--- src/core/scan_timing_pkg.sv ---
package scan_timing_pkg;

  // ----------------------------------------------------------------
  // register offsets (byte addresses, one 32-bit word each)
  // ----------------------------------------------------------------
  localparam logic [7:0] OFS_CTRL = 8'h00;
  localparam logic [7:0] OFS_MAX_RANGE0 = 8'h04;
  localparam logic [7:0] OFS_MAX_RANGE1 = 8'h08;
  localparam logic [7:0] OFS_MAX_RANGE2 = 8'h0C;
  localparam logic [7:0] OFS_MAX_RANGE3 = 8'h10;
  localparam logic [7:0] OFS_BLANK_RANGE = 8'h14;
  localparam logic [7:0] OFS_RATIO = 8'h18;
  localparam logic [7:0] OFS_TB_DELAY = 8'h1C;
  localparam logic [7:0] OFS_STATUS = 8'h20;
  localparam logic [7:0] OFS_SWEEP = 8'h24;

  // ----------------------------------------------------------------
  // field positions
  // ----------------------------------------------------------------
  localparam int CTRL_SEL_LSB = 0;
  localparam int ST_SWEEP_GATE = 0;
  localparam int ST_TB_GATE = 1;
  localparam int ST_BRILL_GATE = 2;
  localparam int ST_SCAN_SW = 3;
  localparam int ST_SHIFT_SW = 4;
  localparam int ST_LINE_SHIFT = 5;
  localparam int ST_TIMER_LSB = 8;

  // ----------------------------------------------------------------
  // reset values and ratio limits
  // ----------------------------------------------------------------
  localparam logic [15:0] MAX_RANGE_DEF = 16'h03E8;
  localparam logic [15:0] BLANK_RANGE_DEF = 16'h01F4;
  localparam logic [6:0] RATIO_MIN = 7'h0F;
  localparam logic [6:0] RATIO_MAX = 7'h64;
  localparam logic [6:0] RATIO_DEF = 7'h0F;

  // ----------------------------------------------------------------
  // timing
  // ----------------------------------------------------------------
  localparam int CLK_MHZ = 125;
  localparam int TB_LEAD_NS = 750;
  localparam int TRIG_EARLY_NS = 1000;
  // least time: round up to whole cycles
  localparam int TB_LEAD_CYC = (TB_LEAD_NS * CLK_MHZ + 999) / 1000;
  localparam int TB_DELAY_DEF_CYC = ((TRIG_EARLY_NS - TB_LEAD_NS) * CLK_MHZ + 999) / 1000;

endpackage : scan_timing_pkg

--- src/core/scan_timing.sv ---
// Our own choices: the Wishbone slave port and the placing of the registers.
`timescale 1ns/10ps
module scan_timing
  import scan_timing_pkg::*;
#(
  parameter int SWEEP_W = 16
)(
  // clock and reset
  input wire logic clk,
  input wire logic rst,
  // wishbone slave
  input wire logic wb_cyc_i,
  input wire logic wb_stb_i,
  input wire logic wb_we_i,
  input wire logic [7:0] wb_adr_i,
  input wire logic [3:0] wb_sel_i,
  input wire logic [31:0] wb_dat_i,
  output logic [31:0] wb_dat_o,
  output logic wb_ack_o,
  // radar triggers and operator control (asynchronous pins)
  input wire logic trig_fwd,
  input wire logic trig_bwd,
  input wire logic line_shift_on,
  // timing outputs
  output logic [SWEEP_W-1:0] sweep_level,
  output logic scan_end_pulse,
  output logic interscan_range_blank_pulse,
  output logic interscan_begin_pulse,
  output logic timebase_start_pulse,
  output logic brill_start_pulse,
  output logic timebase_gate,
  output logic timebase_gate_n,
  output logic brill_enable_n,
  output logic main_scan_sw,
  output logic inter_scan_sw,
  output logic main_scan_shift,
  output logic inter_scan_shift
);

  // ----------------------------------------------------------------
  // elaboration checks
  // ----------------------------------------------------------------
  if (SWEEP_W < 8 || SWEEP_W > 16)
  begin : g_bad_width
    $error("SWEEP_W must lie between 8 and 16");
  end

  localparam int LEAD = TB_LEAD_CYC;

  // ----------------------------------------------------------------
  // state
  // ----------------------------------------------------------------
  typedef struct packed {
    logic fwd1;
    logic fwd2;
    logic bwd1;
    logic bwd2;
    logic ls1;
    logic ls2;
    logic trig_inv_d;
    logic gate;
    logic [SWEEP_W-1:0] cnt;
    logic [3:0][SWEEP_W-1:0] max_rng;
    logic [1:0] rng_sel;
    logic [SWEEP_W-1:0] blank_rng;
    logic [6:0] ratio;
    logic [6:0] tmr;
    logic [11:0] tb_dly;
    logic [11:0] d1;
    logic [11:0] d2;
    logic tb;
    logic br;
    logic scan_sw;
    logic shift_sw;
    logic se;
    logic bl;
    logic bg;
    logic tbs;
    logic cs;
    logic ack;
    logic [31:0] dat;
  } state_t;

  state_t q_r;
  state_t q_nxt;

  function automatic logic [31:0] merge(input logic [31:0] old, input logic [31:0] nw,
                                        input logic [3:0] sel);
    logic [31:0] m;
    m = old;
    for (int i = 0; i < 4; i++)
    begin
      if (sel[i])
      begin
        m[i*8 +: 8] = nw[i*8 +: 8];
      end
    end
    return m;
  endfunction : merge

  logic trig_evt;
  logic hit;
  logic blank_hit;
  logic fall;
  logic begin_ev;
  logic tb_start;
  logic cal_start;
  logic req;
  logic [SWEEP_W-1:0] thr;
  logic [31:0] wv;
  logic [31:0] rd;

  // ----------------------------------------------------------------
  // next-state logic
  // ----------------------------------------------------------------
  always_comb
  begin
    q_nxt = q_r;
    // two-flop synchronisers; only the second stage is read
    q_nxt.fwd1 = trig_fwd;
    q_nxt.fwd2 = q_r.fwd1;
    q_nxt.bwd1 = trig_bwd;
    q_nxt.bwd2 = q_r.bwd1;
    q_nxt.ls1 = line_shift_on;
    q_nxt.ls2 = q_r.ls1;
    q_nxt.trig_inv_d = ~(q_r.fwd2 | q_r.bwd2);
    // falling edge of the inverted stream is the trigger event
    trig_evt = q_r.trig_inv_d & (q_r.fwd2 | q_r.bwd2);

    thr = q_r.max_rng[q_r.rng_sel];
    hit = q_r.gate && (q_r.cnt == thr);
    blank_hit = q_r.gate && q_r.scan_sw && (q_r.cnt == q_r.blank_rng);

    // sweep gate
    // a trigger on an open gate ends the sweep, so a gate left open at power-up clears
    if (trig_evt)
    begin
      q_nxt.gate = ~q_r.gate;
    end
    else if (hit)
    begin
      q_nxt.gate = 1'b0;
    end
    q_nxt.cnt = q_r.gate ? q_r.cnt + 1'b1 : '0;
    fall = q_r.gate & ~q_nxt.gate;

    // interscan ratio timer
    begin_ev = fall && (q_r.tmr == 7'h00);
    if (begin_ev)
    begin
      q_nxt.tmr = q_r.ratio;
    end
    else if (fall)
    begin
      q_nxt.tmr = q_r.tmr - 7'h01;
    end

    // switch bistables: set checked before the fall clear so it wins, but line shift off clears the shift switch first
    if (begin_ev)
    begin
      q_nxt.scan_sw = 1'b1;
    end
    else if (fall)
    begin
      q_nxt.scan_sw = 1'b0;
    end
    if (!q_r.ls2)
    begin
      q_nxt.shift_sw = 1'b0;
    end
    else if (begin_ev)
    begin
      q_nxt.shift_sw = 1'b1;
    end
    else if (fall)
    begin
      q_nxt.shift_sw = 1'b0;
    end

    // delay chain
    tb_start = (q_r.d1 == 12'h001);
    cal_start = (q_r.d2 == 12'h001);
    if (trig_evt)
    begin
      q_nxt.d1 = (q_r.tb_dly == 12'h000) ? 12'h001 : q_r.tb_dly;
    end
    else if (q_r.d1 != 12'h000)
    begin
      q_nxt.d1 = q_r.d1 - 12'h001;
    end
    if (tb_start)
    begin
      q_nxt.d2 = 12'(TB_LEAD_CYC);
    end
    else if (q_r.d2 != 12'h000)
    begin
      q_nxt.d2 = q_r.d2 - 12'h001;
    end

    // gates
    if (tb_start)
    begin
      q_nxt.tb = 1'b1;
    end
    else if (hit)
    begin
      q_nxt.tb = 1'b0;
    end
    if (cal_start)
    begin
      q_nxt.br = 1'b1;
    end
    else if (hit || blank_hit)
    begin
      q_nxt.br = 1'b0;
    end

    q_nxt.se = hit;
    q_nxt.bl = blank_hit;
    q_nxt.bg = begin_ev;
    q_nxt.tbs = tb_start;
    q_nxt.cs = cal_start;

    // wishbone: ack one cycle after request, write at the ack edge
    req = wb_cyc_i & wb_stb_i;
    q_nxt.ack = req & ~q_r.ack;
    rd = 32'h0000_0000;
    case (wb_adr_i)
      OFS_CTRL: rd[CTRL_SEL_LSB +: 2] = q_r.rng_sel;
      OFS_MAX_RANGE0: rd[SWEEP_W-1:0] = q_r.max_rng[0];
      OFS_MAX_RANGE1: rd[SWEEP_W-1:0] = q_r.max_rng[1];
      OFS_MAX_RANGE2: rd[SWEEP_W-1:0] = q_r.max_rng[2];
      OFS_MAX_RANGE3: rd[SWEEP_W-1:0] = q_r.max_rng[3];
      OFS_BLANK_RANGE: rd[SWEEP_W-1:0] = q_r.blank_rng;
      OFS_RATIO: rd[6:0] = q_r.ratio;
      OFS_TB_DELAY: rd[11:0] = q_r.tb_dly;
      OFS_STATUS:
      begin
        rd[ST_SWEEP_GATE] = q_r.gate;
        rd[ST_TB_GATE] = q_r.tb;
        rd[ST_BRILL_GATE] = q_r.br;
        rd[ST_SCAN_SW] = q_r.scan_sw;
        rd[ST_SHIFT_SW] = q_r.shift_sw;
        rd[ST_LINE_SHIFT] = q_r.ls2;
        rd[ST_TIMER_LSB +: 7] = q_r.tmr;
      end
      OFS_SWEEP: rd[SWEEP_W-1:0] = q_r.cnt;
      default: rd = 32'h0000_0000;
    endcase
    if (req && !q_r.ack)
    begin
      q_nxt.dat = rd;
    end
    wv = merge(rd, wb_dat_i, wb_sel_i);
    if (req && q_r.ack && wb_we_i)
    begin
      case (wb_adr_i)
        OFS_CTRL: q_nxt.rng_sel = wv[CTRL_SEL_LSB +: 2];
        OFS_MAX_RANGE0: q_nxt.max_rng[0] = wv[SWEEP_W-1:0];
        OFS_MAX_RANGE1: q_nxt.max_rng[1] = wv[SWEEP_W-1:0];
        OFS_MAX_RANGE2: q_nxt.max_rng[2] = wv[SWEEP_W-1:0];
        OFS_MAX_RANGE3: q_nxt.max_rng[3] = wv[SWEEP_W-1:0];
        OFS_BLANK_RANGE: q_nxt.blank_rng = wv[SWEEP_W-1:0];
        OFS_RATIO:
        begin
          // hold-off outside 15..100 periods is clamped, not refused
          if (wv[6:0] < RATIO_MIN || wv[31:7] != 25'h0)
          begin
            q_nxt.ratio = (wv[31:7] != 25'h0) ? RATIO_MAX : RATIO_MIN;
          end
          else if (wv[6:0] > RATIO_MAX)
          begin
            q_nxt.ratio = RATIO_MAX;
          end
          else
          begin
            q_nxt.ratio = wv[6:0];
          end
        end
        OFS_TB_DELAY: q_nxt.tb_dly = wv[11:0];
        default: q_nxt.rng_sel = q_r.rng_sel;
      endcase
    end
  end

  // ----------------------------------------------------------------
  // state register
  // ----------------------------------------------------------------
  always_ff @(posedge clk)
  begin
    if (rst)
    begin
      q_r <= '0;
      q_r.trig_inv_d <= 1'b1;
      q_r.max_rng <= {4{SWEEP_W'(MAX_RANGE_DEF)}};
      q_r.blank_rng <= SWEEP_W'(BLANK_RANGE_DEF);
      q_r.ratio <= RATIO_DEF;
      q_r.tb_dly <= 12'(TB_DELAY_DEF_CYC);
    end
    else
    begin
      q_r <= q_nxt;
    end
  end

  // ----------------------------------------------------------------
  // outputs
  // ----------------------------------------------------------------
  assign wb_ack_o = q_r.ack;
  assign wb_dat_o = q_r.dat;
  assign sweep_level = q_r.cnt;
  assign scan_end_pulse = q_r.se;
  assign interscan_range_blank_pulse = q_r.bl;
  assign interscan_begin_pulse = q_r.bg;
  assign timebase_start_pulse = q_r.tbs;
  assign brill_start_pulse = q_r.cs;
  assign timebase_gate = q_r.tb;
  assign timebase_gate_n = ~q_r.tb;
  assign brill_enable_n = ~q_r.br;
  assign inter_scan_sw = q_r.scan_sw;
  assign main_scan_sw = ~q_r.scan_sw;
  assign inter_scan_shift = q_r.shift_sw;
  assign main_scan_shift = ~q_r.shift_sw;
endmodule : scan_timing

--- config.mk ---
export PLATFORM = sky130hd
export DESIGN_NAME = scan_timing
export DESIGN_NICKNAME = d
export VERILOG_FILES = /design/src/core/scan_timing_pkg.sv /design/src/core/scan_timing.sv
export SDC_FILE = /design/constraint.sdc
export NUM_CORES = 1
export LEC_CHECK = 0
export BUFFER_PORTS_ARGS = -buffer_cell sky130_fd_sc_hd__buf_2
export CORE_MARGIN = 2
export CORE_UTILIZATION = 25
export CTS_CLUSTER_DIAMETER = 60
export DETAILED_ROUTE_END_ITERATION = 16
export PLACE_DENSITY = 0.43
export SLEW_MARGIN = 20
export SYNTH_ARGS = -nofsm -noshare
export SYNTH_HDL_FRONTEND = slang
export SYNTH_SLANG_ARGS = --single-unit
--- constraint.sdc ---
create_clock -name clk -period 7.35 [get_ports clk]
set_clock_uncertainty 0.15 [all_clocks]
set_input_delay 1.47 -clock clk [delete_from_list [all_inputs] [get_ports clk]]
set_output_delay 1.47 -clock clk [all_outputs]
set_load 0.02 [all_outputs]
==> key figures, run 1 <==
Outcome
  – Status: finished, final reports clean

Clocking
  – Post-cts gate resize count: 0
  – H-tree Lvls: 4
  – CTS tree: built
  – CTS Hold Bufs: 0
  – CTS Buf Count: 17
  – Clock root buffer: clkbuf_16
  – Clock slew at reported path FFs: 80 ps
  – Clock Tree Buf Depth: 2
  – Clk sinks: 182
  – Total setup buffers inserted after CTS: 0
  – Clk_lat worst skew: 460 ps

Floorplanning
  – Top Ports: 113
  – Chip height: approximately 200 um
  – Core area: between 30,000 and 40,000 um^2
  – Die Area: 41,000 um^2
  – Initial Utilization: 25.4%
  – Die boundary width: approximately 200 um
  – FP Rows: 72

Critical path
  – Reg-to-Reg Start: q_r[108]$_SDFFE_PP0P_
  – CP arrival: 4550 ps
  – Worst R2R Setup Slack: 3910 ps
  – Reg2reg end: q_r[84]$_SDFFE_PP0P_
  – Cells on worst reg2reg path: 8
  – Setup crit start kind: input port
  – Crit path launch: wb_adr_i[3]
  – WP data required: 7540 ps
  – Critical path type: input port to register
  – CP max stage cell: nor4bb_2
  – CP Max Fanout: 33
  – Endpoint type of the worst setup path: register
  – Critical Path End: q_r[87]$_SDFFE_PP1P_
  – Worst-path cell chain: buf_2 > nor4bb_2 > a32oi_1 > o22ai_1 > o22a_1 > nor3_1 > a2111o_1 > o32a_1
  – Largest stage delay on the critical path: 900 ps

Min path
  – Number of cells on the worst hold path: 1
  – Min-delay src: q_nxt[196]$_SDFF_PP0_
  – Worst Hold Class: register to register

Detailed routing
  – Wire per inst: 22.4 um
  – First-pass detailed-route iteration total: 5
  – Antenna viol nets, final: 0
  – Routed WL: 38.4 mm
  – Initial DRC Count: 853
  – Via density: 5.21
  – Via count: 8,913
  – # DRC: 0

Placed design
  – DP Worst Slack: 2470 ps
  – Port-buffer cells: 96
  – DP Area: 10,400 um^2
  – Final HPWL DP: 28.2 mm
  – Placer Congestion: about 0.95

Timing
  – Post-Route Setup TNS: 0 ps
  – Final period utilization: 59.3%
  – Worst-Margin Slew: 1150 ps
  – Setup violations, final: 0
  – RSZ-0062 raised after global routing: no
  – Crit path time final: 4360 ps
  – Fmax: 229 MHz
  – Endpoints failing hold: 0
  – Final hold slack: 292 ps
  – Fin. max-slew vios: 0
  – Final Worst Setup Slack: 2990 ps
  – Slew margin rel.: 23.0%

Logic synthesis
  – Post-synthesis sequential area ratio: 37.0%
  – Mean post-synth cell area: 8.47 um^2
  – #FFs+latches synth: 182
  – Yosys cell types: 84
  – Post-Syn Area: between 9000 and 10,000 um^2
  – Ys async rst share: 0%
  – Gate Count Post-Synth: about 1,200
  – Post-synth EDFFs: 0
  – Synth Flop Type: dfxtp_1
  – Yosys warns: 0

Cells and area
  – FF+latch area: 3640 um^2
  – Area of the multi-input gates: 5510 um^2
  – Share of cells above drive strength 1: between 15 and 20%
  – Fill cells: 4,169
  – Synth-to-Final Area Change: 11.8%
  – Nets: 1,236
  – Non-Filler Cell Area, Final: 11,000 um^2
  – Final design utilization: 28.4%

Global routing
  – Wire length of the first global-routing pass: around 56 mm
  – Global route overflow: 0
  – Initial antenna violation count: 1
  – Overall global routing resource usage: 18.5%
  – Number of global-route vias before repair: 8,259
  – Largest net degree at the start of global routing: 63

Power and ir drop
  – Leakage: 4.08 nW
  – PD cells: 232 nW/um^2
  – VDD IR max: 0.000156 V

Job
  – Max cap viols: 0
==> cell families after synthesis <==
group | count (synthesis) | synth area share, %
other | 1 | 0.0380
AO/OA/AOI/OAI | 229 | 15.9
XOR/XNOR | 64 | 5.99
AND/OR/NAND/NOR | 474 | 23.6
adder cells (fa/ha/maj) | 6 | 0.762
buffers and inverters | 147 | 8.07
flip-flops | 182 | 37.0
multiplexers | 61 | 8.75
==> stage by stage <==
step / instances / power (mW)
after floorplan: 1179 / 1.53
after global placement: 1677 / 1.65
after detailed placement: 1677 / 1.65
after CTS: 1709 / 2.58
after global routing: 1710 / 2.69
final: 1710 / 2.56
==> worst min path at each step <==
| stage | endpoint | slack, ps |
|---|---|---|
| 2_1_floorplan | q_r[192]$_SDFF_PP0_ | 260 |
| 3_3_place_gp | q_r[196]$_SDFF_PP0_ | 280 |
| 3_5_place_dp | q_r[196]$_SDFF_PP0_ | 270 |
| 4_1_cts | q_r[196]$_SDFF_PP0_ | 290 |
| 5_1_grt | q_r[194]$_SDFF_PP0_ | 310 |
| 6_report | q_r[196]$_SDFF_PP0_ | 290 |
==> power by group <==
part           total [mW]  internal, mW  switching [mW]
sequential           1.13          1.06          0.0689
combinational       0.509         0.203           0.307
clock               0.923         0.459           0.464
==> worst max-delay path, delay by kind of cell <==
family	cells	cell delay (ps)
AO/OA/AOI/OAI	5	1490
AND/OR/NAND/NOR	2	1080
buffers and inverters	1	510
==> cell type report <==
type	count	area share, %
clock inverter	14	1.22
sequential	182	33.1
tap	518	5.88
antenna	1	0.0227
multi-input combinational	850	50.0
timing repair buffer	106	5.06
clock buffer	18	3.99
inverter	21	0.715
==> registers in the layout (all words and copies together), names as in the netlist <==
signal / count
timebase_start_pulse: 1
timebase_gate: 1
inter_scan_sw: 1
interscan_range_blank_pulse: 1
inter_scan_shift: 1
q_nxt: 3
scan_end_pulse: 1
q_r: 138
interscan_begin_pulse: 1
wb_dat_o: 16
brill_start_pulse: 1
wb_ack_o: 1
sweep_level: 16
==> cells in the final DEF, fill, tap and decap left out, drive strengths merged, types with 5 or more instances in the layout <==
cell,netlist,layout
a22oi,16,16
conb,1,16
clkbuf,57,18
mux2i,25,25
xor2,18,18
or2,5,5
o211ai,37,37
ha,6,6
nor3,35,35
nand3,37,37
o21ai,24,24
o31a,5,5
inv,20,28
mux2,19,19
nand3b,5,5
nor2b,13,13
or4,8,8
xnor2,46,46
a211oi,12,12
nor4,19,19
a21oi,79,79
or3,7,7
buf,69,106
and3b,6,6
nor2,108,108
dfxtp,182,182
nand2,168,168
and3,7,7
a22o,6,6
mux4,17,17
nand4,25,25
nand2b,8,8
==> synthesized netlist by cell type, types with 11 or more instances <==
cell	n	area (um^2)
dfxtp_1	182	3640
nand2_1	167	627
nor2_1	107	402
a21oi_1	79	395
clkbuf_1	57	214
buf_4	49	368
xnor2_1	42	368
nand3_1	37	185
o211ai_1	37	278
nor3_1	35	175
mux2i_1	25	250
nand4_1	24	150
o21ai_0	22	110
inv_1	19	71.3
mux2_2	19	214
xor2_1	18	158
a22oi_1	16	120
nor4_1	16	100
mux4_2	13	293
nor2b_1	13	81.3
a211oi_1	12	90.1
buf_2	11	55.1
==> per-layer routing <==
layer  vias to the layer above  track usage [%]  share of wire [%]
li1                       4141                -                  -
met1                      4326             26.3                 46
met2                       403             28.2                 44
met3                        43             3.64                7.5
met4                         0             5.42                2.0
met5                         -                0                  0
No activity file was read; power rests on OpenSTA's default activity.
==> inputs of run 2 (changes only) <==
PLACE_DENSITY = 0.44   (was 0.43)
clock period = 3.56 ns   (was 7.35 ns; I/O delays follow)
==> run 2 against run 1 <==
Non-clock buffer count grew 72. Final cell count grew 4.2%. Utilization grew 1.5 points. Routed wire length grew 3.8%. Via count grew 2.2%. Register-to-register slack lost 3600 ps.
==> key figures, run 2 (same netlist as run 1, synthesis figures left out) <==
Power and ir drop
  – Net switching power: 1.67 mW
  – Share of total power in combinational logic: 20.1%
  – Leakage: 4.45 nW
  – Switch share: 30.8%
  – Reg power frac: 42.7%
  – Final Power: 5.44 mW
  – Clock share of power: between 30% and 40%
  – VDD IR max: between 0.0002 and 0.0003 V
  – PD cells: between 400 and 500 nW/um^2
  – Pint: 3.76 mW

Critical path
  – CP Max Fanout: 18
  – Reg-to-Reg Start: q_r[108]$_SDFFE_PP0P_
  – Worst path bufs/invs: 2
  – CP max stage cell: mux4_1
  – Critical path type: register to register
  – Cells on worst reg2reg path: 9
  – WP data required: about 3800 ps
  – Worst-path cell chain: buf_12 > mux4_1 > and3_1 > o2111ai_1 > nor4_4 > o21ai_2 > buf_4 > mux2_2 > and3_1
  – Critical path's top delay family: multiplexers
  – Largest stage delay on the critical path: roughly 740 ps
  – CP arrival: 3490 ps
  – Reg2reg end: inter_scan_shift$_SDFFE_PP0P_
  – Setup crit start kind: register
  – Worst R2R Setup Slack: 260 ps
  – Endpoint type of the worst setup path: register
  – Cell mode on critical path: and3_1

Placed design
  – Port-buffer cells: 96
  – Final HPWL DP: 30.5 mm
  – Placer Congestion: 0.940
  – Placed instance count: 1,749

Timing
  – RSZ-0062 raised after global routing: no
  – Final hold slack: approximately 280 ps
  – Fin. max-slew vios: 0
  – Fmax: 303 MHz
  – Worst-Margin Slew: 894 ps
  – Crit path time final: 3300 ps
  – Final period utilization: between 90% and 100%
  – Setup violations, final: 0
  – Endpoints failing hold: 0
  – Slew margin rel.: around two fifths

Clocking
  – Clock Tree Buf Depth: 2
  – Total setup buffers inserted after CTS: 0
  – Clk sinks: 182
  – Clk_lat worst skew: 460 ps
  – Clock root buffer: clkbuf_16
  – CTS tree: built
  – H-tree Lvls: 4
  – Post-cts gate resize count: 0
  – CTS Buf Count: 17
  – Clock slew at reported path FFs: 70 ps
  – CTS Hold Bufs: 0

Detailed routing
  – # DRC: 0
  – Top Layer Used: met5
  – First-pass detailed-route iteration total: 7
  – Routed WL: between 30 and 40 mm
  – Via count: 9,113
  – Metal3 WL: 2.95 mm
  – Wl on met1: 18.3 mm
  – Initial DRC Count: between 700 and 800
  – Via density: 5.12
  – Wire per inst: about 22 um
  – Met2 WL post-DR: roughly 17 mm
  – Antenna viol nets, final: 0

Cells and area
  – Biggest register: q_r
  – Fill cells: between 4,000 and 5,000
  – Largest register FFs: 138
  – Synth-to-Final Area Change: 17.6%
  – Share of cells above drive strength 1: a little over a fifth
  – Final design utilization: 29.9%
  – Cell Count, Final, Fillers Out: 1,781
  – Most common cell after layout, fill and taps aside: dfxtp_1
  – Diode count: 0
  – Nets: 1,308
  – Most frequent cells in the layout: 182 x dfxtp_1, 167 x nand2_1, 107 x nor2_1

Floorplanning
  – Chip height: just over 200 um
  – Initial Utilization: 25.4%
  – Core area: 38,800 um^2
  – Die boundary width: 203 um
  – Die Area: roughly 41,000 um^2
  – Top Ports: 113
  – FP Rows: 72

Min path
  – Hold EP: q_r[194]$_SDFF_PP0_
  – Min-delay src: q_nxt[194]$_SDFF_PP0_
  – Worst Hold Class: register to register
  – Number of cells on the worst hold path: 1

Global routing
  – Overall global routing resource usage: 19.3%
  – Global route overflow: 0
  – Initial antenna violation count: 1
  – Wire length of the first global-routing pass: 58.5 mm
  – Largest net degree at the start of global routing: 63
  – Number of global-route vias before repair: 8,748

Job
  – Max cap viols: 0

Outcome
  – Status: finished, final reports clean
run 2: cell count changes in the layout (fill, tap and decap cells not counted), moves of 2 or more:
cell	before	now
buf_12	0	2
inv_8	3	0
clkinv_2	0	3
buf_4	11	81
nor2_1	104	107
bufinv_16	0	3
nor2_2	4	1
run 2: final cells by class:
| class | count | area [um^2] | share of cell area, % |
|---|---|---|---|
| well taps | 518 | 648 | 5.59 |
| multi-input cells | 850 | 5490 | 47.3 |
| clock buffers | 18 | 439 | 3.79 |
| inverters | 21 | 78.8 | 0.680 |
| flip-flops and latches | 182 | 3640 | 31.4 |
| clock inverters | 14 | 173 | 1.49 |
| repair buffers | 178 | 1120 | 9.69 |
run 2: power groups by stage:
stage,Combinational [mW],Clock [mW],Sequential [mW]
5_1_grt,1.23,2.15,2.35
6_report,1.09,2.02,2.32
3_5_place_dp,1.09,0,2.36
4_1_cts,1.09,2.07,2.32
3_3_place_gp,1.09,0,2.37
2_1_floorplan,0.828,0,2.33
run 2: per-stage QoR:
stage | setup TNS (ps) | worst slack, ps | cell area, um^2
after global placement | -205 | -80.6 | 11000
final | 0 | 261 | 11600
after CTS | 0 | 238 | 11600
after global routing | 0 | 125 | 11600
after floorplan | 0 | 506 | 9910
after detailed placement | -182 | -79.2 | 11000
run 2: routing by layer:
| metal | global-route usage [%] | up-vias |
|---|---|---|
| li1 | - | 4271 |
| met1 | 26.4 | 4405 |
| met2 | 29.0 | 371 |
| met3 | 4.75 | 64 |
| met4 | 7.64 | 2 |
| met5 | 0 | - |
run 2: how the worst max path moves through the flow:
stage / startpoint / end / slack, ps / depth (start not counted)
2_1_floorplan: wb_adr_i[5] / q_r[87]$_SDFFE_PP1P_ / 510 / 8
3_3_place_gp: wb_adr_i[2] / q_r[90]$_SDFFE_PP0P_ / -80 / 9
3_5_place_dp: wb_adr_i[2] / q_r[91]$_SDFFE_PP0P_ / -80 / 9
4_1_cts: q_r[108]$_SDFFE_PP0P_ / inter_scan_shift$_SDFFE_PP0P_ / 240 / 9
5_1_grt: q_r[108]$_SDFFE_PP0P_ / inter_scan_shift$_SDFFE_PP0P_ / 130 / 9
6_report: q_r[108]$_SDFFE_PP0P_ / inter_scan_shift$_SDFFE_PP0P_ / 260 / 9
run 2: worst register-to-register path: cells and delay by family, from the launching register on:
family | cells | cell delay (ps)
buffers and inverters | 2 | 450
AO/OA/AOI/OAI | 2 | 630
AND/OR/NAND/NOR | 3 | 530
multiplexers | 2 | 1080
flip-flops | 1 | 350
==> inputs of run 3 (changes only) <==
PLACE_DENSITY = 0.43   (was 0.44)
clock period = 4 ns   (was 3.56 ns; I/O delays follow)
==> run 3 against run 2 <==
Sequential share of layout area grew 0.57 points. Routed wire length grew 0.40%. Final area shrank 1.8%. Utilization shrank 0.53 points. Critical path type is now input port to register. Largest power group unchanged. Highest routed layer is now met4.
==> key figures, run 3 (same netlist as run 1, synthesis figures left out) <==
Critical path
  – Setup crit start kind: input port
  – Cells on worst reg2reg path: 9
  – CP arrival: 3590 ps
  – CP Max Fanout: 24
  – Endpoint type of the worst setup path: register
  – WP data required: 4230 ps
  – Crit path launch: wb_adr_i[4]
  – Reg2reg end: q_r[81]$_SDFFE_PP0P_
  – Worst R2R Setup Slack: approximately 790 ps
  – Reg-to-Reg Start: q_r[108]$_SDFFE_PP0P_
  – Critical Path End: q_r[90]$_SDFFE_PP0P_
  – Critical path type: input port to register

Cells and area
  – Final design utilization: 29.3%
  – Most common cell after layout, fill and taps aside: dfxtp_1
  – Share of cells above drive strength 1: around 20%
  – Biggest register: q_r
  – Nets: 1,289
  – Largest register FFs: between 100 and 150
  – Diode count: 0
  – Synth-to-Final Area Change: 15.5%
  – Most frequent cells in the layout: 182 x dfxtp_1, 167 x nand2_1, 107 x nor2_1

Outcome
  – Status: finished, final reports clean

Clocking
  – CTS tree: built
  – Post-cts gate resize count: 0
  – H-tree Lvls: 4
  – Clock Tree Buf Depth: 2
  – CTS Buf Count: 17
  – CTS Hold Bufs: 0
  – Total setup buffers inserted after CTS: 0
  – Clock root buffer: clkbuf_16
  – Clk_lat worst skew: 440 ps
  – Clock slew at reported path FFs: around 70 ps
  – Clk sinks: 182

Floorplanning
  – FP Rows: 72
  – Core area: 38,800 um^2
  – Chip height: 203 um
  – Die Area: 41,000 um^2
  – Die boundary width: 203 um
  – Initial Utilization: 25.4%
  – Top Ports: about 110

Timing
  – Slew margin rel.: 50.0%
  – Final Worst Setup Slack: approximately 640 ps
  – Fin. max-slew vios: 0
  – Fmax: ~300 MHz
  – Post-Route Setup TNS: 0 ps
  – Setup violations, final: 0
  – Endpoints failing hold: 0
  – RSZ-0062 raised after global routing: no
  – Worst-Margin Slew: around 750 ps
  – Crit path time final: 3360 ps
  – Final period utilization: 83.9%

Placed design
  – Placer Congestion: 0.947
  – DP Worst Slack: 255 ps
  – Final HPWL DP: 30.5 mm
  – Port-buffer cells: 96

Power and ir drop
  – PD cells: 411 nW/um^2
  – VDD IR max: 0.000262 V
  – Leakage: around 4.3 nW

Global routing
  – Largest net degree at the start of global routing: 66
  – Global route overflow: 0
  – Number of global-route vias before repair: about 8,700
  – Wire length of the first global-routing pass: 58.3 mm
  – Overall global routing resource usage: 19.3%
  – Initial antenna violation count: 1

Job
  – Max cap viols: 0

Detailed routing
  – # DRC: 0
  – Wire per inst: 22.7 um
  – First-pass detailed-route iteration total: 5
  – Routed WL: ~40 mm
  – Initial DRC Count: 856
  – Antenna viol nets, final: 0
  – Via count: 9,161
  – Via density: 5.20

Min path
  – Worst Hold Class: register to register
run 3: cell count changes in the layout (fill, tap and decap cells not counted), sizes merged:
| cell | delta |
|---|---|
| buf | -19 |
| bufinv | -2 |
| clkinv | +1 |
| inv | +1 |
run 3: routing by layer:
layer / global-route usage [%] / up-vias / share of wire [%] / routed length, um
met3: 4.30 / 64 / 7.5 / 2980
met2: 29.1 / 407 / 43 / 17300
met5: 0 / - / 0 / 0
met1: 27.0 / 4449 / 46 / 18500
li1: - / 4241 / - / -
met4: 6.83 / 0 / 3.1 / 1220
run 3: how the worst min path moves through the flow:
stage,from,end,depth (start not counted)
5_1_grt,q_nxt[194]$_SDFF_PP0_,q_r[194]$_SDFF_PP0_,1
3_3_place_gp,q_nxt[196]$_SDFF_PP0_,q_r[196]$_SDFF_PP0_,1
3_5_place_dp,q_nxt[196]$_SDFF_PP0_,q_r[196]$_SDFF_PP0_,1
2_1_floorplan,q_nxt[192]$_SDFF_PP0_,q_r[192]$_SDFF_PP0_,1
6_report,q_nxt[196]$_SDFF_PP0_,q_r[196]$_SDFF_PP0_,1
4_1_cts,q_nxt[196]$_SDFF_PP0_,q_r[196]$_SDFF_PP0_,1
run 3: report_power, final:
part           switching, mW  internal [mW]  leakage, nW  total, mW
clock                  0.789          0.866        0.272       1.65
combinational          0.576          0.394         2.58      0.971
sequential             0.117           1.94         1.48       2.06
run 3: worst max-delay path, stage by stage:
cell and delay (ps):
buf_2 440, or4b_2 710, nor2_1 360, a221o_1 230
o31a_1 420, nor4bb_1 120, nand3_1 240, o221a_2 230
run 3: area by class of cell:
cell class / count / area (um^2)
clock buffer: 18 / 429
clock inverter: 14 / 126
fill: 4202 / 27400
inverter: 21 / 78.8
multi-input combinational: 850 / 5480
sequential: 182 / 3640
tap: 518 / 648
timing repair buffer: 159 / 981
run 3: per-stage QoR:
step / power, mW / std cells / cell area, um^2 / hold WS, ps
floorplan: 2.81 / 1179 / 9910 / 264
global placement: 3.06 / 1730 / 10800 / 272
detailed placement: 3.06 / 1730 / 10800 / 277
CTS: 4.72 / 1762 / 11400 / 294
global route: 4.94 / 1762 / 11400 / 316
finish: 4.68 / 1762 / 11400 / 288
